==> src/shared/adc_out_regs.svh <==
`ifndef ADC_OUT_REGS_SVH
`define ADC_OUT_REGS_SVH

// ==========================================================
// register map (byte addresses on the apb bus)
`define REG_CTRL 8'h00
`define REG_STATUS 8'h04
`define REG_CAPTURE 8'h08

// ==========================================================
// control register fields
`define CTRL_MODE_OVR 0
`define CTRL_MODE_LO 1
`define CTRL_MODE_HI 2
`define CTRL_CAPTURE_EN 3
`define CTRL_RELOCK 4
`define CTRL_SOFT_STANDBY 5
`define CTRL_RESET 32'h0000_0000

// ==========================================================
// status register fields
`define STAT_STANDBY 0
`define STAT_TWOS_COMP 1
`define STAT_DCS_ON 2
`define STAT_DCS_LOCKED 3
`define STAT_WAKE_READY 4
`define STAT_OVERFLOW 5
`define STAT_FIFO_EMPTY 6
`define STAT_FIFO_FULL 7

// ==========================================================
// capture register fields
`define CAPT_VALID 16

// ==========================================================
// timing and sizes
`define SAMPLE_BITS 12
`define PIPE_LATENCY 7
`define FIFO_DEPTH 8
`define CLK_MHZ 20
`define WAKE_TIME_US 5000
`define DISCHARGE_TIME_US 1000000
`define WAKE_CYCLES (`WAKE_TIME_US * `CLK_MHZ)
`define DISCHARGE_RATIO (`DISCHARGE_TIME_US / `WAKE_TIME_US)
`define LOCK_CYCLES 100

`endif

==> src/shared/adc_out_pkg.sv <==
package adc_out_pkg;

	// ==========================================================
	// level code of the four-level mode pin after the comparators
	typedef logic [1:0] mode_level_t;

	// decoded mode: output format and stabilizer state
	typedef struct packed {
		logic twos_comp;
		logic dcs_on;
	} mode_cfg_t;

	// power state of the converter
	typedef enum logic [1:0] {
		PWR_ACTIVE,
		PWR_STANDBY
	} pwr_state_t;

endpackage

==> src/shared/sample_stream_if.sv <==
`timescale 1ns/1ps

// ==========================================================
// valid/ready word stream between the converter and its buffer
interface sample_stream_if #(parameter int WIDTH = 12);
	logic valid;
	logic ready;
	logic [WIDTH-1:0] data;
	modport src(output valid, output data, input ready);
	modport snk(input valid, input data, output ready);
endinterface

==> src/design/pipelined_adc_output_control.sv <==
// Register access over APB and the address map are this design's own decisions.
`timescale 1ns/1ps
`include "adc_out_regs.svh"

// Notes on behaviour
// [RL1] each result appears on the outputs seven clock edges after sampling
// [RL2] output word changes only right after a rising clock edge
// [RL3] standby request high shuts down reference, buffer and bias
// [RL4] in standby all data output drivers are released
// [RL5] standby request low returns to normal conversion
// [RL6] after long standby wait about 5 ms before trusting results
// [RL7] enabled stabilizer regenerates falling edge for 50% internal duty
// [RL8] after clock rate change discard about 100 cycles while loop relocks
// [RL9] sample clock should run at 1 MSPS or faster
// [RL10] each sample is a 12-bit parallel word updated together
// [RL11] output format selects offset binary or two's complement
// [RL12] gated or divided sample clock should be retimed by its source
// [RL13] input sampled on rising clock edge, new conversion every cycle
// [RL14] four-level mode pin picks format and stabilizer state
// [RL15] first seven words after standby or clock start are invalid
// [RL16] capture logic ignores the data bus while standby is requested
module pipelined_adc_output_control #(
	parameter int WIDTH = `SAMPLE_BITS,
	parameter int LATENCY = `PIPE_LATENCY,
	parameter int FIFO_DEPTH = `FIFO_DEPTH,
	parameter int WAKE_CYCLES = `WAKE_CYCLES,
	parameter int DISCHARGE_RATIO = `DISCHARGE_RATIO,
	parameter int LOCK_CYCLES = `LOCK_CYCLES
) (
	// clock and reset
	input wire logic clock,
	input wire logic rst_b,
	// apb register port
	input wire logic psel,
	input wire logic penable,
	input wire logic pwrite,
	input wire logic [7:0] paddr,
	input wire logic [31:0] pwdata,
	output logic [31:0] prdata,
	output logic pready,
	output logic pslverr,
	// quantised result from the converter core
	input wire logic [WIDTH-1:0] sample_code,
	// control pins
	input wire logic standby_request,
	input wire logic [1:0] mode_level,
	// data output pins
	output logic [WIDTH-1:0] data_out,
	output logic data_oe,
	output logic data_valid,
	// analog and clock control
	output logic reference_enable,
	output logic bias_enable,
	output logic duty_cycle_stabilizer,
	output logic dcs_locked,
	output logic wake_ready
);

	localparam int CW = $clog2(WAKE_CYCLES + 1);
	localparam int DW = $clog2(DISCHARGE_RATIO + 1);
	localparam int LW = $clog2(LOCK_CYCLES + 1);

	// ==========================================================
	// mode decode
	function automatic adc_out_pkg::mode_cfg_t decode_mode(input adc_out_pkg::mode_level_t lvl);
		adc_out_pkg::mode_cfg_t cfg;
		cfg = '0;
		case (lvl)
			2'h3: cfg = '{twos_comp: 1'b1, dcs_on: 1'b0}; // full supply
			2'h2: cfg = '{twos_comp: 1'b1, dcs_on: 1'b1}; // two thirds supply
			2'h1: cfg = '{twos_comp: 1'b0, dcs_on: 1'b1}; // one third supply
			default: cfg = '{twos_comp: 1'b0, dcs_on: 1'b0}; // ground, pulled down
		endcase
		return cfg;
	endfunction

	// ==========================================================
	// pin synchronisers
	logic [1:0] standby_meta_q;
	logic [1:0] standby_sync_q;
	logic [1:0] mode_meta_q;
	logic [1:0] mode_sync_q;

	// the mode pin is a strap, so a two-bit sync is safe in practice
	always_ff @(posedge clock) begin
		if (!rst_b) begin
			standby_meta_q <= 2'h0;
			mode_meta_q <= 2'h0;
			mode_sync_q <= 2'h0;
		end else begin
			standby_meta_q <= {standby_meta_q[0], standby_request};
			mode_meta_q <= mode_level;
			mode_sync_q <= mode_meta_q;
		end
	end
	assign standby_sync_q = standby_meta_q;

	// ==========================================================
	// register state
	logic [31:0] ctrl_q;
	logic overflow_q;
	logic [31:0] prdata_q;
	logic rd_pending_q;
	logic setup;
	logic access;
	logic wr_ctrl;
	logic wr_status;
	logic mapped;
	adc_out_pkg::mode_cfg_t mode_cfg;
	logic standby;

	assign setup = psel & ~penable;
	assign access = psel & penable;
	assign mapped = (paddr == `REG_CTRL) | (paddr == `REG_STATUS) | (paddr == `REG_CAPTURE);
	assign wr_ctrl = access & pwrite & (paddr == `REG_CTRL);
	assign wr_status = access & pwrite & (paddr == `REG_STATUS);

	// software may override the strap, else the pin decides
	assign mode_cfg = ctrl_q[`CTRL_MODE_OVR] ? // RL14
		decode_mode(ctrl_q[`CTRL_MODE_HI:`CTRL_MODE_LO]) : decode_mode(mode_sync_q);

	// pin or software may request standby
	assign standby = standby_sync_q[1] | ctrl_q[`CTRL_SOFT_STANDBY]; // RL3 RL5

	// ==========================================================
	// power state: standby drops reference and bias
	adc_out_pkg::pwr_state_t pwr_q;
	adc_out_pkg::pwr_state_t pwr_d;

	always_comb begin
		pwr_d = pwr_q;
		case (pwr_q)
			adc_out_pkg::PWR_ACTIVE: if (standby) pwr_d = adc_out_pkg::PWR_STANDBY; // RL3
			adc_out_pkg::PWR_STANDBY: if (!standby) pwr_d = adc_out_pkg::PWR_ACTIVE; // RL5
			default: pwr_d = adc_out_pkg::PWR_ACTIVE;
		endcase
	end

	always_ff @(posedge clock) begin
		if (!rst_b) begin
			pwr_q <= adc_out_pkg::PWR_ACTIVE;
		end else begin
			pwr_q <= pwr_d;
		end
	end

	logic in_standby;
	assign in_standby = (pwr_q == adc_out_pkg::PWR_STANDBY);
	assign reference_enable = ~in_standby; // RL3
	assign bias_enable = ~in_standby; // RL3

	// ==========================================================
	// reference charge model: drains slowly in standby, refills at
	// one step per cycle, so short standby gives a short wake-up
	logic [CW-1:0] charge_q;
	logic [DW-1:0] drain_div_q;

	always_ff @(posedge clock) begin
		if (!rst_b) begin
			charge_q <= '0;
			drain_div_q <= '0;
		end else if (in_standby) begin
			if (drain_div_q == DW'(DISCHARGE_RATIO - 1)) begin
				drain_div_q <= '0;
				if (charge_q != '0) charge_q <= charge_q - 1'b1; // RL6
			end else begin
				drain_div_q <= drain_div_q + 1'b1;
			end
		end else begin
			drain_div_q <= '0;
			if (charge_q != CW'(WAKE_CYCLES)) charge_q <= charge_q + 1'b1; // RL6
		end
	end
	assign wake_ready = ~in_standby & (charge_q == CW'(WAKE_CYCLES));

	// ==========================================================
	// duty-cycle stabilizer loop: lock count restarts on enable, on
	// wake, or when software reports a new clock rate
	logic [LW-1:0] lock_cnt_q;
	logic dcs_on_q;
	logic relock;

	assign relock = (wr_ctrl & pwdata[`CTRL_RELOCK]) | in_standby | (mode_cfg.dcs_on != dcs_on_q);

	always_ff @(posedge clock) begin
		if (!rst_b) begin
			lock_cnt_q <= '0;
			dcs_on_q <= 1'b0;
		end else begin
			dcs_on_q <= mode_cfg.dcs_on;
			if (relock) begin
				lock_cnt_q <= '0; // RL8
			end else if (lock_cnt_q != LW'(LOCK_CYCLES)) begin
				lock_cnt_q <= lock_cnt_q + 1'b1; // RL8
			end
		end
	end
	// enable drives the edge regenerator in the clock front end
	assign duty_cycle_stabilizer = dcs_on_q & ~in_standby; // RL7
	assign dcs_locked = ~dcs_on_q | (lock_cnt_q == LW'(LOCK_CYCLES)); // RL7

	// ==========================================================
	// conversion pipeline: a new sample every rising edge
	logic [WIDTH-1:0] stage_q [LATENCY];
	logic [LATENCY-1:0] stage_vld_q;

	always_ff @(posedge clock) begin
		if (!rst_b || in_standby) begin
			stage_vld_q[0] <= 1'b0; // RL15
		end else begin
			stage_vld_q[0] <= 1'b1;
		end
		stage_q[0] <= sample_code; // RL13
	end

	genvar g;
	generate
		for (g = 1; g < LATENCY; g++) begin : g_stage
			// standby flushes validity so the refill is visible
			always_ff @(posedge clock) begin
				if (!rst_b || in_standby) begin
					stage_vld_q[g] <= 1'b0; // RL15
				end else begin
					stage_vld_q[g] <= stage_vld_q[g-1];
				end
				stage_q[g] <= stage_q[g-1];
			end
		end
	endgenerate

	// ==========================================================
	// output latch: whole word updates on one edge, format applied here
	logic [WIDTH-1:0] out_q;
	logic out_vld_q;
	logic oe_q;

	always_ff @(posedge clock) begin
		if (!rst_b) begin
			out_q <= '0;
			out_vld_q <= 1'b0;
			oe_q <= 1'b0;
		end else begin
			// twos complement is offset binary with the msb flipped
			out_q <= {stage_q[LATENCY-1][WIDTH-1] ^ mode_cfg.twos_comp, // RL11
				stage_q[LATENCY-1][WIDTH-2:0]}; // RL1 RL2 RL10
			out_vld_q <= stage_vld_q[LATENCY-1] & ~in_standby & wake_ready; // RL15
			oe_q <= ~in_standby; // RL4
		end
	end
	assign data_out = out_q;
	assign data_oe = oe_q & ~in_standby; // RL4 RL16
	assign data_valid = out_vld_q & ~in_standby & dcs_locked;

	// ==========================================================
	// capture buffer: valid output words go to the fifo for software
	sample_stream_if #(.WIDTH(WIDTH)) fill_if ();
	sample_stream_if #(.WIDTH(WIDTH)) drain_if ();

	sample_fifo #(.WIDTH(WIDTH), .DEPTH(FIFO_DEPTH)) u_fifo (
		.clock(clock),
		.rst_b(rst_b),
		.push(fill_if),
		.pop(drain_if)
	);

	// capture stalls while the fifo is full; lost words flag overflow
	assign fill_if.valid = data_valid & ctrl_q[`CTRL_CAPTURE_EN];
	assign fill_if.data = out_q;
	assign drain_if.ready = access & ~pwrite & (paddr == `REG_CAPTURE) & rd_pending_q;

	// ==========================================================
	// control register and overflow flag
	always_ff @(posedge clock) begin
		if (!rst_b) begin
			ctrl_q <= `CTRL_RESET;
		end else if (wr_ctrl) begin
			// relock bit is a strobe and is not stored
			ctrl_q <= {26'h0, pwdata[`CTRL_SOFT_STANDBY],
				1'b0, pwdata[`CTRL_CAPTURE_EN:`CTRL_MODE_OVR]};
		end
	end

	// a word lost in the clearing cycle still sets the flag
	always_ff @(posedge clock) begin
		if (!rst_b) begin
			overflow_q <= 1'b0;
		end else if (fill_if.valid && !fill_if.ready) begin
			overflow_q <= 1'b1;
		end else if (wr_status && pwdata[`STAT_OVERFLOW]) begin
			overflow_q <= 1'b0;
		end
	end

	// ==========================================================
	// read data is latched in the setup phase; the fifo head only
	// moves on a capture pop, so the snapshot stays correct
	always_ff @(posedge clock) begin
		if (!rst_b) begin
			prdata_q <= 32'h0000_0000;
			rd_pending_q <= 1'b0;
		end else if (setup && !pwrite) begin
			prdata_q <= 32'h0000_0000;
			rd_pending_q <= 1'b0;
			case (paddr)
				`REG_CTRL: prdata_q <= ctrl_q;
				`REG_STATUS: begin
					prdata_q[`STAT_STANDBY] <= in_standby;
					prdata_q[`STAT_TWOS_COMP] <= mode_cfg.twos_comp;
					prdata_q[`STAT_DCS_ON] <= dcs_on_q;
					prdata_q[`STAT_DCS_LOCKED] <= dcs_locked;
					prdata_q[`STAT_WAKE_READY] <= wake_ready;
					prdata_q[`STAT_OVERFLOW] <= overflow_q;
					prdata_q[`STAT_FIFO_EMPTY] <= ~drain_if.valid;
					prdata_q[`STAT_FIFO_FULL] <= ~fill_if.ready;
				end
				`REG_CAPTURE: begin
					prdata_q[`CAPT_VALID] <= drain_if.valid;
					prdata_q[WIDTH-1:0] <= drain_if.data;
					rd_pending_q <= drain_if.valid;
				end
				default: prdata_q <= 32'h0000_0000;
			endcase
		end else if (access) begin
			rd_pending_q <= 1'b0;
		end
	end

	// zero wait states; unmapped addresses answer with an error
	assign prdata = prdata_q;
	assign pready = 1'b1;
	assign pslverr = access & ~mapped;

endmodule // pipelined_adc_output_control

==> src/design/sample_fifo.sv <==
`timescale 1ns/1ps

// ==========================================================
// synchronous word fifo, depth must be a power of two
module sample_fifo #(
	parameter int WIDTH = 12,
	parameter int DEPTH = 8
) (
	// clock and reset
	input wire logic clock,
	input wire logic rst_b,
	// filling side
	sample_stream_if.snk push,
	// draining side
	sample_stream_if.src pop
);

	localparam int AW = $clog2(DEPTH);

	logic [WIDTH-1:0] mem [DEPTH];
	logic [AW-1:0] wr_q;
	logic [AW-1:0] rd_q;
	logic [AW:0] count_q;
	logic do_push;
	logic do_pop;

	// handshakes; full and empty come straight from the count
	assign push.ready = (count_q != (AW+1)'(DEPTH));
	assign pop.valid = (count_q != '0);
	assign pop.data = mem[rd_q];
	assign do_push = push.valid & push.ready;
	assign do_pop = pop.valid & pop.ready;

	// storage has no reset, only the pointers and the fill count need one
	always_ff @(posedge clock) begin
		if (do_push) begin
			mem[wr_q] <= push.data;
		end
	end

	// pointers and fill count
	always_ff @(posedge clock) begin
		if (!rst_b) begin
			wr_q <= '0;
			rd_q <= '0;
			count_q <= '0;
		end else begin
			if (do_push) begin
				wr_q <= wr_q + 1'b1;
			end
			if (do_pop) begin
				rd_q <= rd_q + 1'b1;
			end
			if (do_push && !do_pop) begin
				count_q <= count_q + 1'b1;
			end else if (do_pop && !do_push) begin
				count_q <= count_q - 1'b1;
			end
		end
	end

endmodule // sample_fifo

==> config.mk <==
export PLATFORM = sky130hd
export DESIGN_NAME = pipelined_adc_output_control
export DESIGN_NICKNAME = d
export VERILOG_FILES = /design/src/shared/adc_out_pkg.sv /design/src/shared/sample_stream_if.sv /design/src/design/pipelined_adc_output_control.sv /design/src/design/sample_fifo.sv
export VERILOG_INCLUDE_DIRS = /design/src /design/src/shared
export SDC_FILE = /design/constraint.sdc
export NUM_CORES = 1
export LEC_CHECK = 0
export BUFFER_PORTS_ARGS = -buffer_cell sky130_fd_sc_hd__buf_4
export CORE_MARGIN = 3
export CORE_UTILIZATION = 55
export CTS_CLUSTER_SIZE = 8
export DETAILED_ROUTE_END_ITERATION = 7
export PLACE_DENSITY = 0.76
export SKIP_CTS_REPAIR_TIMING = 1
export SLEW_MARGIN = 5
export SYNTH_ARGS = -nofsm -noshare
export SYNTH_HDL_FRONTEND = slang
export SYNTH_SLANG_ARGS = --single-unit
==> constraint.sdc <==
create_clock -name clock -period 4 [get_ports clock]
set_input_delay 0.6 -clock clock [delete_from_list [all_inputs] [get_ports clock]]
set_output_delay 0.6 -clock clock [all_outputs]
set_load 0.05 [all_outputs]
==> summary.txt, run 1 <==
Status
  – Status: finished, final reports clean

Drt
  – DRT Wirelength: 19600 um
  – Vias per inst: approximately 5.5
  – DRT Pass-1 Iters: 5
  – Drt drc: 0
  – Vias: 6050
  – DR iter-0 viols: 386
  – DRT antenna net count: 0
  – Avg WL per Cell: 17.9 um

Clocking
  – Clock sink count: approximately 270
  – Clock latency on the worst-skew pair: approximately 520 ps
  – CTS tree: built
  – H-Tree Depth: 2
  – Clk root buf: clkbuf_16
  – Clock slew at reported path FFs: 50 ps
  – TritonCTS Buffers: 40
  – Clock buffer depth: 3

Placement
  – Buffers on Ports: 66
  – Placed cell areas: 0.0106 mm^2
  – Gp weighted congestion: 0.812
  – Post-DP HPWL: ~12000 um
  – Placed Cells: 1030

Setup path
  – Worst EP required: approximately 4500 ps
  – FF-to-FF Start: lock_cnt_q[0]
  – Largest delay share family, worst path: compound AO/OA/AOI/OAI gates
  – Worst path buffer plus inverter count: 2
  – Crit. End Element: register
  – Largest stage delay, worst path: 470 ps
  – Worst Setup Path Type: reg -> reg
  – Cell Chain, Critical Path: inv_1 -> ha_1 -> nand2_1 -> or4_4 -> a211oi_4 -> ha_1 -> inv_1 -> ha_1 -> a21o_1 -> a21oi_1 -> xnor2_1 -> or3_1 -> a21oi_1
  – WP data arrival: 3750 ps
  – CP startpoint kind: register
  – Crit path max fanout: 6
  – Slowest cell on crit path: or4_4
  – Crit-path most repeated cell: ha_1
  – Crit path launch: lock_cnt_q[0]

Layout
  – Synth-to-Final Area Change: 18.6%
  – Antenna diodes: 0
  – Final cell count without fillers: ~1100
  – Post-route cell area: 0.0118 mm^2
  – Final net count: 934
  – Area of the multi-input gates: 0.00323 mm^2
  – Register area: 0.00645 mm^2
  – Layout cells sized above 1: 0.192
  – Fillers: 1219

Logic synthesis
  – Synth Instances: 752
  – Asr flop ratio synth: 0
  – Most common flop cell mapped by yosys: dfxtp_1
  – Cell Area, Synth: 0.00993 mm^2
  – Avg Inst Size Synth: 13.2 um^2
  – Number of enable flip-flop cells after synthesis: 96
  – Netlist cell types: 66
  – Sequential share of the synthesized area: 0.649
  – Yosys warns: 0
  – Yosys reg bits: 274

STA
  – Post-Route Skew: 25.3 ps
  – Slew margin rel.: 0.418
  – Final setup fails: 0
  – RSZ-0062 raised after global routing: false
  – Final hold violations: 0
  – Worst hold slack: about 190 ps
  – Final Max Slew Viols: 0
  – Setup TNS: 0 ps
  – F_max: 303 MHz
  – Period Utilization, post-route: 0.825
  – Post-route minimum period: 3300 ps
  – Least-Margin Pin Slew: 871 ps

Floorplanning
  – Die Area: between 0.015 and 0.02 mm^2
  – Site row count: 48
  – Die W: ~140 um
  – I/O Pins: 113
  – Initial core utilization: 0.568
  – Die H: 140 um
  – Core footprint: 0.0175 mm^2

Pwr
  – Internal power: 4.90 mW
  – Power Density: 532 mW/mm^2
  – Maximum vdd drop: approximately 0.00033 V
  – Flop pwr share: 0.480
  – Leak pwr: 4.65 nW
  – Sw Ratio: 0.217
  – Sw Pwr: roughly 1.4 mW
  – Logic pwr share: 0.045
  – Clk network pwr share: 0.475

Global routing
  – First-pass GRT wire length: ~32000 um
  – Largest net degree at the start of global routing: 48
  – Total grt overflow: 0
  – Initial antenna violation count: 0
  – Tot GR Track Use: 0.201
  – Vias in the first global route: about 6100

Worst hold path
  – Hold path startpoint: sample_code[4]
  – Hold WC Path Type: in -> reg

Flow run
  – Total of max-cap violations: 0
sequential cells by signal, indices dropped and copies added (netlist names), 2 cells and up, named ones only:
signal,count
prdata,13
standby_meta_q,2
lock_cnt_q,7
mode_meta_q,2
u_fifo.wr_q,3
u_fifo.rd_q,3
stage_q,84
drain_div_q,8
u_fifo.count_q,4
charge_q,17
u_fifo.mem,96
mode_sync_q,2
data_out,12
stage_vld_q,7
ctrl_q,5
cells in the final DEF (no fill, tap or decap), drive strengths merged, types with 4 or more instances in the layout:
cell type  count
a211oi         7
nand3         17
clkbuf        59
a21o          12
mux2           4
and2          20
nor4           6
xor2          13
ha            25
o211a          4
nor2          67
o21ai         13
buf           82
a21oi         32
nand2b         8
nor3          14
conb          20
edfxtp        96
mux2i         19
and3          14
a22oi          4
nand2         41
or3            5
mux4          24
o211ai         4
inv           15
a221oi         4
nand4          8
dfxtp        178
xnor2         15
power by group through the flow:
stage / logic, mW / registers (mW) / clock network [mW]
floorplan: 0.177 / 3.08 / 0
global placement: 0.272 / 3.05 / 0
detailed placement: 0.279 / 3.06 / 0
CTS: 0.280 / 3.01 / 3.04
global route: 0.302 / 3.01 / 3.17
finish: 0.279 / 3.01 / 2.98
path summary, 6_finish.rpt:
path | end | slack (ps) | cells after the start
worst min register to register | stage_q[6][11] | 310 | 0
worst min-delay path | stage_q[0][4] | 190 | 1
worst max register to register | u_fifo.count_q[3] | 700 | 13
worst max-delay path | u_fifo.count_q[3] | 700 | 13
cell usage after synthesis (all sizes together), types with 7 or more instances:
cell type / instances / area (um^2)
mux2i: 19 / 190
clkbuf: 16 / 60.1
inv: 14 / 52.6
dfxtp: 178 / 3560
nand2b: 8 / 52.6
nand4: 8 / 65.1
and3: 14 / 87.6
a21o: 12 / 90.1
and2: 20 / 125
a211oi: 7 / 65.1
a21oi: 32 / 164
edfxtp: 96 / 2880
nand2: 41 / 159
mux4: 24 / 541
xor2: 13 / 114
nor2: 67 / 254
xnor2: 15 / 131
ha: 25 / 313
nand3: 17 / 85.1
nor3: 14 / 81.3
o21ai: 13 / 65.1
buf: 31 / 203
kinds of logic after synthesis:
group | synth area share
muxes | 0.0781
adders and majority gates | 0.0355
xor gates and xnor gates | 0.0247
DFF | 0.649
AOI/OAI and AO/OA | 0.0670
buffers and inverters | 0.0318
and+or+nand+nor | 0.113
other | 0.000756
metal layers:
layer / up-vias / track usage / wire (um)
met1: 2931 / 0.260 / 8030
met4: 0 / 0.0709 / 479
met3: 39 / 0.0403 / 1270
met2: 220 / 0.340 / 9840
met5: - / 0 / 0
li1: 2860 / - / -
metrics by stage:
stage	power [mW]	setup WS, ps	util
2_1_floorplan	3.26	573	-
3_3_place_gp	3.33	747	0.608
3_5_place_dp	3.34	580	0.608
4_1_cts	6.33	746	0.674
5_1_grt	6.49	521	0.674
6_report	6.27	701	0.674
cell type report:
cell class / count / area share
sequential: 274 / 0.547
multi-input combinational: 435 / 0.275
clock buffer: 59 / 0.0910
timing repair buffer: 82 / 0.0523
clock inverter: 4 / 0.00648
tap: 225 / 0.0239
inverter: 14 / 0.00446
Power figures use the tool's default switching activity.
==> run 2, diff against run 1 <==
- CORE_UTILIZATION: 55 -> 52
- PLACE_DENSITY: 0.76 -> 0.75
- clock period: 4 -> 2.81 ns (I/O delays scaled with it)
==> run 2 against run 1 <==
Sequential share of layout area is 1.3 points lower. Largest power group is now the clock network. First-iteration DRC count is 4.9% lower. Cell area is 2.5% higher. Critical path depth stayed put. Combinational power is 53% higher.
==> summary.txt, run 2 (synthesis results as in run 1) <==
Floorplanning
  – Core footprint: 0.0183 mm^2 (was 0.0175 mm^2)
  – Site row count: 49 (was 48)
  – Initial core utilization: 0.542 (was 0.568)
  – I/O Pins: 113 (unchanged)
  – Die W: 144 um (was 140 um)
  – Die H: 144 um (was 140 um)
  – Die Area: 0.0208 mm^2 (was 0.0197 mm^2)

Drt
  – DR iter-0 viols: 367 (was 386)
  – DRT antenna net count: 0 (unchanged)
  – Vias per inst: 5.43 (was 5.54)
  – Avg WL per Cell: 17.7 um (was 17.9 um)
  – Vias: 6086 (was 6050)
  – DRT Wirelength: 19800 um (was 19600 um)
  – DRT Pass-1 Iters: 5 (unchanged)
  – Drt drc: 0 (unchanged)

Setup path
  – Worst r2r path cells: 13 (unchanged)
  – Crit path max fanout: 3 (was 6)
  – Reg2reg end: u_fifo.count_q[3] (unchanged)
  – Worst Setup Path Type: reg -> reg (unchanged)
  – Worst EP required: 3260 ps (was 4450 ps)
  – WP data arrival: 3210 ps (was 3750 ps)
  – Largest stage delay, worst path: 440 ps (was 470 ps)
  – R2R setup slack: 60 ps (was 700 ps)
  – CP startpoint kind: register (unchanged)
  – Crit. End Element: register (unchanged)
  – Slowest cell on crit path: or4_4 (unchanged)
  – FF-to-FF Start: lock_cnt_q[0] (unchanged)
  – Cell Chain, Critical Path: inv_2 -> ha_4 -> nand2_2 -> or4_4 -> a211oi_4 -> ha_2 -> inv_2 -> ha_4 -> a21o_1 -> a21oi_2 -> xnor2_2 -> or3_4 -> a21oi_2 (was inv_1 -> ha_1 -> nand2_1 -> or4_4 -> a211oi_4 -> ha_1 -> inv_1 -> ha_1 -> a21o_1 -> a21oi_1 -> xnor2_1 -> or3_1 -> a21oi_1)

Clocking
  – Clock buffer depth: 3 (unchanged)
  – TritonCTS Buffers: 40 (unchanged)
  – CTS tree: built (unchanged)
  – Clock sink count: 274 (unchanged)
  – Clock slew at reported path FFs: 50 ps (about the same)
  – H-Tree Depth: 2 (unchanged)
  – Clock latency on the worst-skew pair: 520 ps (about the same)
  – Clk root buf: clkbuf_16 (unchanged)

Pwr
  – Clk network pwr share: 0.482 (was 0.475)
  – Logic pwr share: 0.047 (was 0.045)
  – Internal power: 7.11 mW (was 4.90 mW)
  – Flop pwr share: 0.471 (was 0.480)
  – Power Density: 752 mW/mm^2 (was 532 mW/mm^2)
  – Leak pwr: 4.79 nW (was 4.65 nW)
  – Sw Ratio: 0.218 (was 0.217)
  – Maximum vdd drop: 0.000672 V (was 0.000333 V)
  – Sw Pwr: 1.98 mW (was 1.36 mW)

Global routing
  – Tot GR Track Use: 0.194 (was 0.201)
  – Vias in the first global route: 6215 (was 6125)
  – Largest net degree at the start of global routing: 48 (unchanged)
  – First-pass GRT wire length: 31900 um (about the same)
  – Initial antenna violation count: 0 (unchanged)
  – Total grt overflow: 0 (unchanged)

STA
  – F_max: 363 MHz (was 303 MHz)
  – Final hold violations: 0 (unchanged)
  – Final Max Slew Viols: 0 (unchanged)
  – RSZ-0062 raised after global routing: true (was false)
  – Final worst slack: 57.0 ps (was 701 ps)
  – Setup TNS: 0 ps (unchanged)
  – Post-route minimum period: 2750 ps (was 3300 ps)
  – Period Utilization, post-route: 0.980 (was 0.825)
  – Post-Route Skew: 27.8 ps (was 25.3 ps)
  – Slew margin rel.: 0.428 (was 0.418)
  – Final setup fails: 0 (unchanged)
  – Least-Margin Pin Slew: 850 ps (was 871 ps)

Layout
  – Layout cells sized above 1: 0.220 (was 0.192)
  – Max reg flops: 96 (unchanged)
  – Post-route cell area: 0.0121 mm^2 (was 0.0118 mm^2)
  – Antenna diodes: 0 (unchanged)
  – Util after Layout: 0.659 (was 0.674)
  – Most common cell after layout, fill and taps aside: dfxtp_1 (unchanged)
  – Register with the most flip-flops: u_fifo.mem (unchanged)
  – Final net count: 956 (was 934)
  – Most frequent cells in the layout: dfxtp_1 (174), edfxtp_1 (96), buf_4 (94), nor2_1 (66), clkbuf_16 (40) (was dfxtp_1 (178), edfxtp_1 (96), buf_4 (82), nor2_1 (66), clkbuf_16 (40))
  – Top flop regs: u_fifo.mem x96, stage_q x84, charge_q x17 (unchanged)
  – Fillers: 1267 (was 1219)
  – Synth-to-Final Area Change: 21.6% (was 18.6%)

Worst hold path
  – Hold WC Path Type: in -> reg (unchanged)
  – Hold path startpoint: sample_code[11] (was sample_code[4])
  – Hold Crit Depth: 1 (unchanged)
  – Hold EP: stage_q[0][11] (was stage_q[0][4])

Placement
  – Placed cell areas: 0.0107 mm^2 (was 0.0106 mm^2)
  – Post-DP HPWL: 12500 um (about the same)
  – Gp weighted congestion: 0.827 (was 0.812)
  – Place WS: -160 ps (was 580 ps)
  – Buffers on Ports: 66 (unchanged)

Flow run
  – Total of max-cap violations: 0 (unchanged)

Status
  – Status: finished, final reports clean (unchanged)
run 2: cell count changes in the layout (fill, tap and decap cells not counted), sizes merged:
cell and delta:
buf +12, bufinv +1, dlygate4sd3 +10, clkbuf +1, clkinvlp -1
run 2: layout make-up:
type	instances	area [um^2]	area share
Timing Repair Buffer	104	806	0.0667
Clock buffer	60	1080	0.0891
Clock inverter	4	110	0.00912
Multi-Input combinational cell	435	3290	0.273
Tap cell	229	287	0.0237
Sequential cell	274	6450	0.534
Inverter	14	52.6	0.00435
run 2: how the worst max path moves through the flow:
stage                        endpoint  slack (ps)     startpoint  depth (start not counted)
floorplan           u_fifo.count_q[3]         -50  lock_cnt_q[0]                         13
global placement    u_fifo.count_q[3]          20       paddr[5]                         13
detailed placement  u_fifo.count_q[3]        -160       paddr[5]                         13
CTS                 u_fifo.count_q[3]         -80  lock_cnt_q[0]                         13
global route        u_fifo.count_q[3]         -60  lock_cnt_q[0]                         13
finish              u_fifo.count_q[3]          60  lock_cnt_q[0]                         13
run 2: critical path, delay by kind of cell (launching register included):
family | cells | cell delay [ps]
xor gates and xnor gates | 1 | 100
buffers and inverters | 2 | 140
adders and majority gates | 3 | 560
DFF | 1 | 330
AOI/OAI and AO/OA | 4 | 700
and+or+nand+nor | 3 | 860
run 2: through the flow:
| stage | cells | hold WS (ps) | power [mW] |
|---|---|---|---|
| after global placement | 1040 | 310 | 4.74 |
| after CTS | 1104 | -15.3 | 9.17 |
| after floorplan | 770 | 310 | 4.64 |
| after global routing | 1120 | 7.41 | 9.42 |
| after detailed placement | 1040 | 312 | 4.76 |
| final | 1120 | 23.0 | 9.09 |
run 2: metal layers:
| metal | GRT usage | vias to the layer above | part of all wire |
|---|---|---|---|
| met3 | 0.0608 | 34 | 0.078 |
| met2 | 0.323 | 182 | 0.49 |
| met4 | 0.0545 | 0 | 0.018 |
| li1 | - | 2917 | - |
| met5 | 0 | - | 0 |
| met1 | 0.248 | 2953 | 0.41 |
run 2: power groups by stage:
stage          registers, mW  clock network [mW]  logic [mW]
2_1_floorplan           4.39                   0       0.253
3_3_place_gp            4.35                   0       0.394
3_5_place_dp            4.36                   0       0.403
4_1_cts                 4.28                4.48       0.405
5_1_grt                 4.29                4.66       0.461
6_report                4.28                4.38       0.426
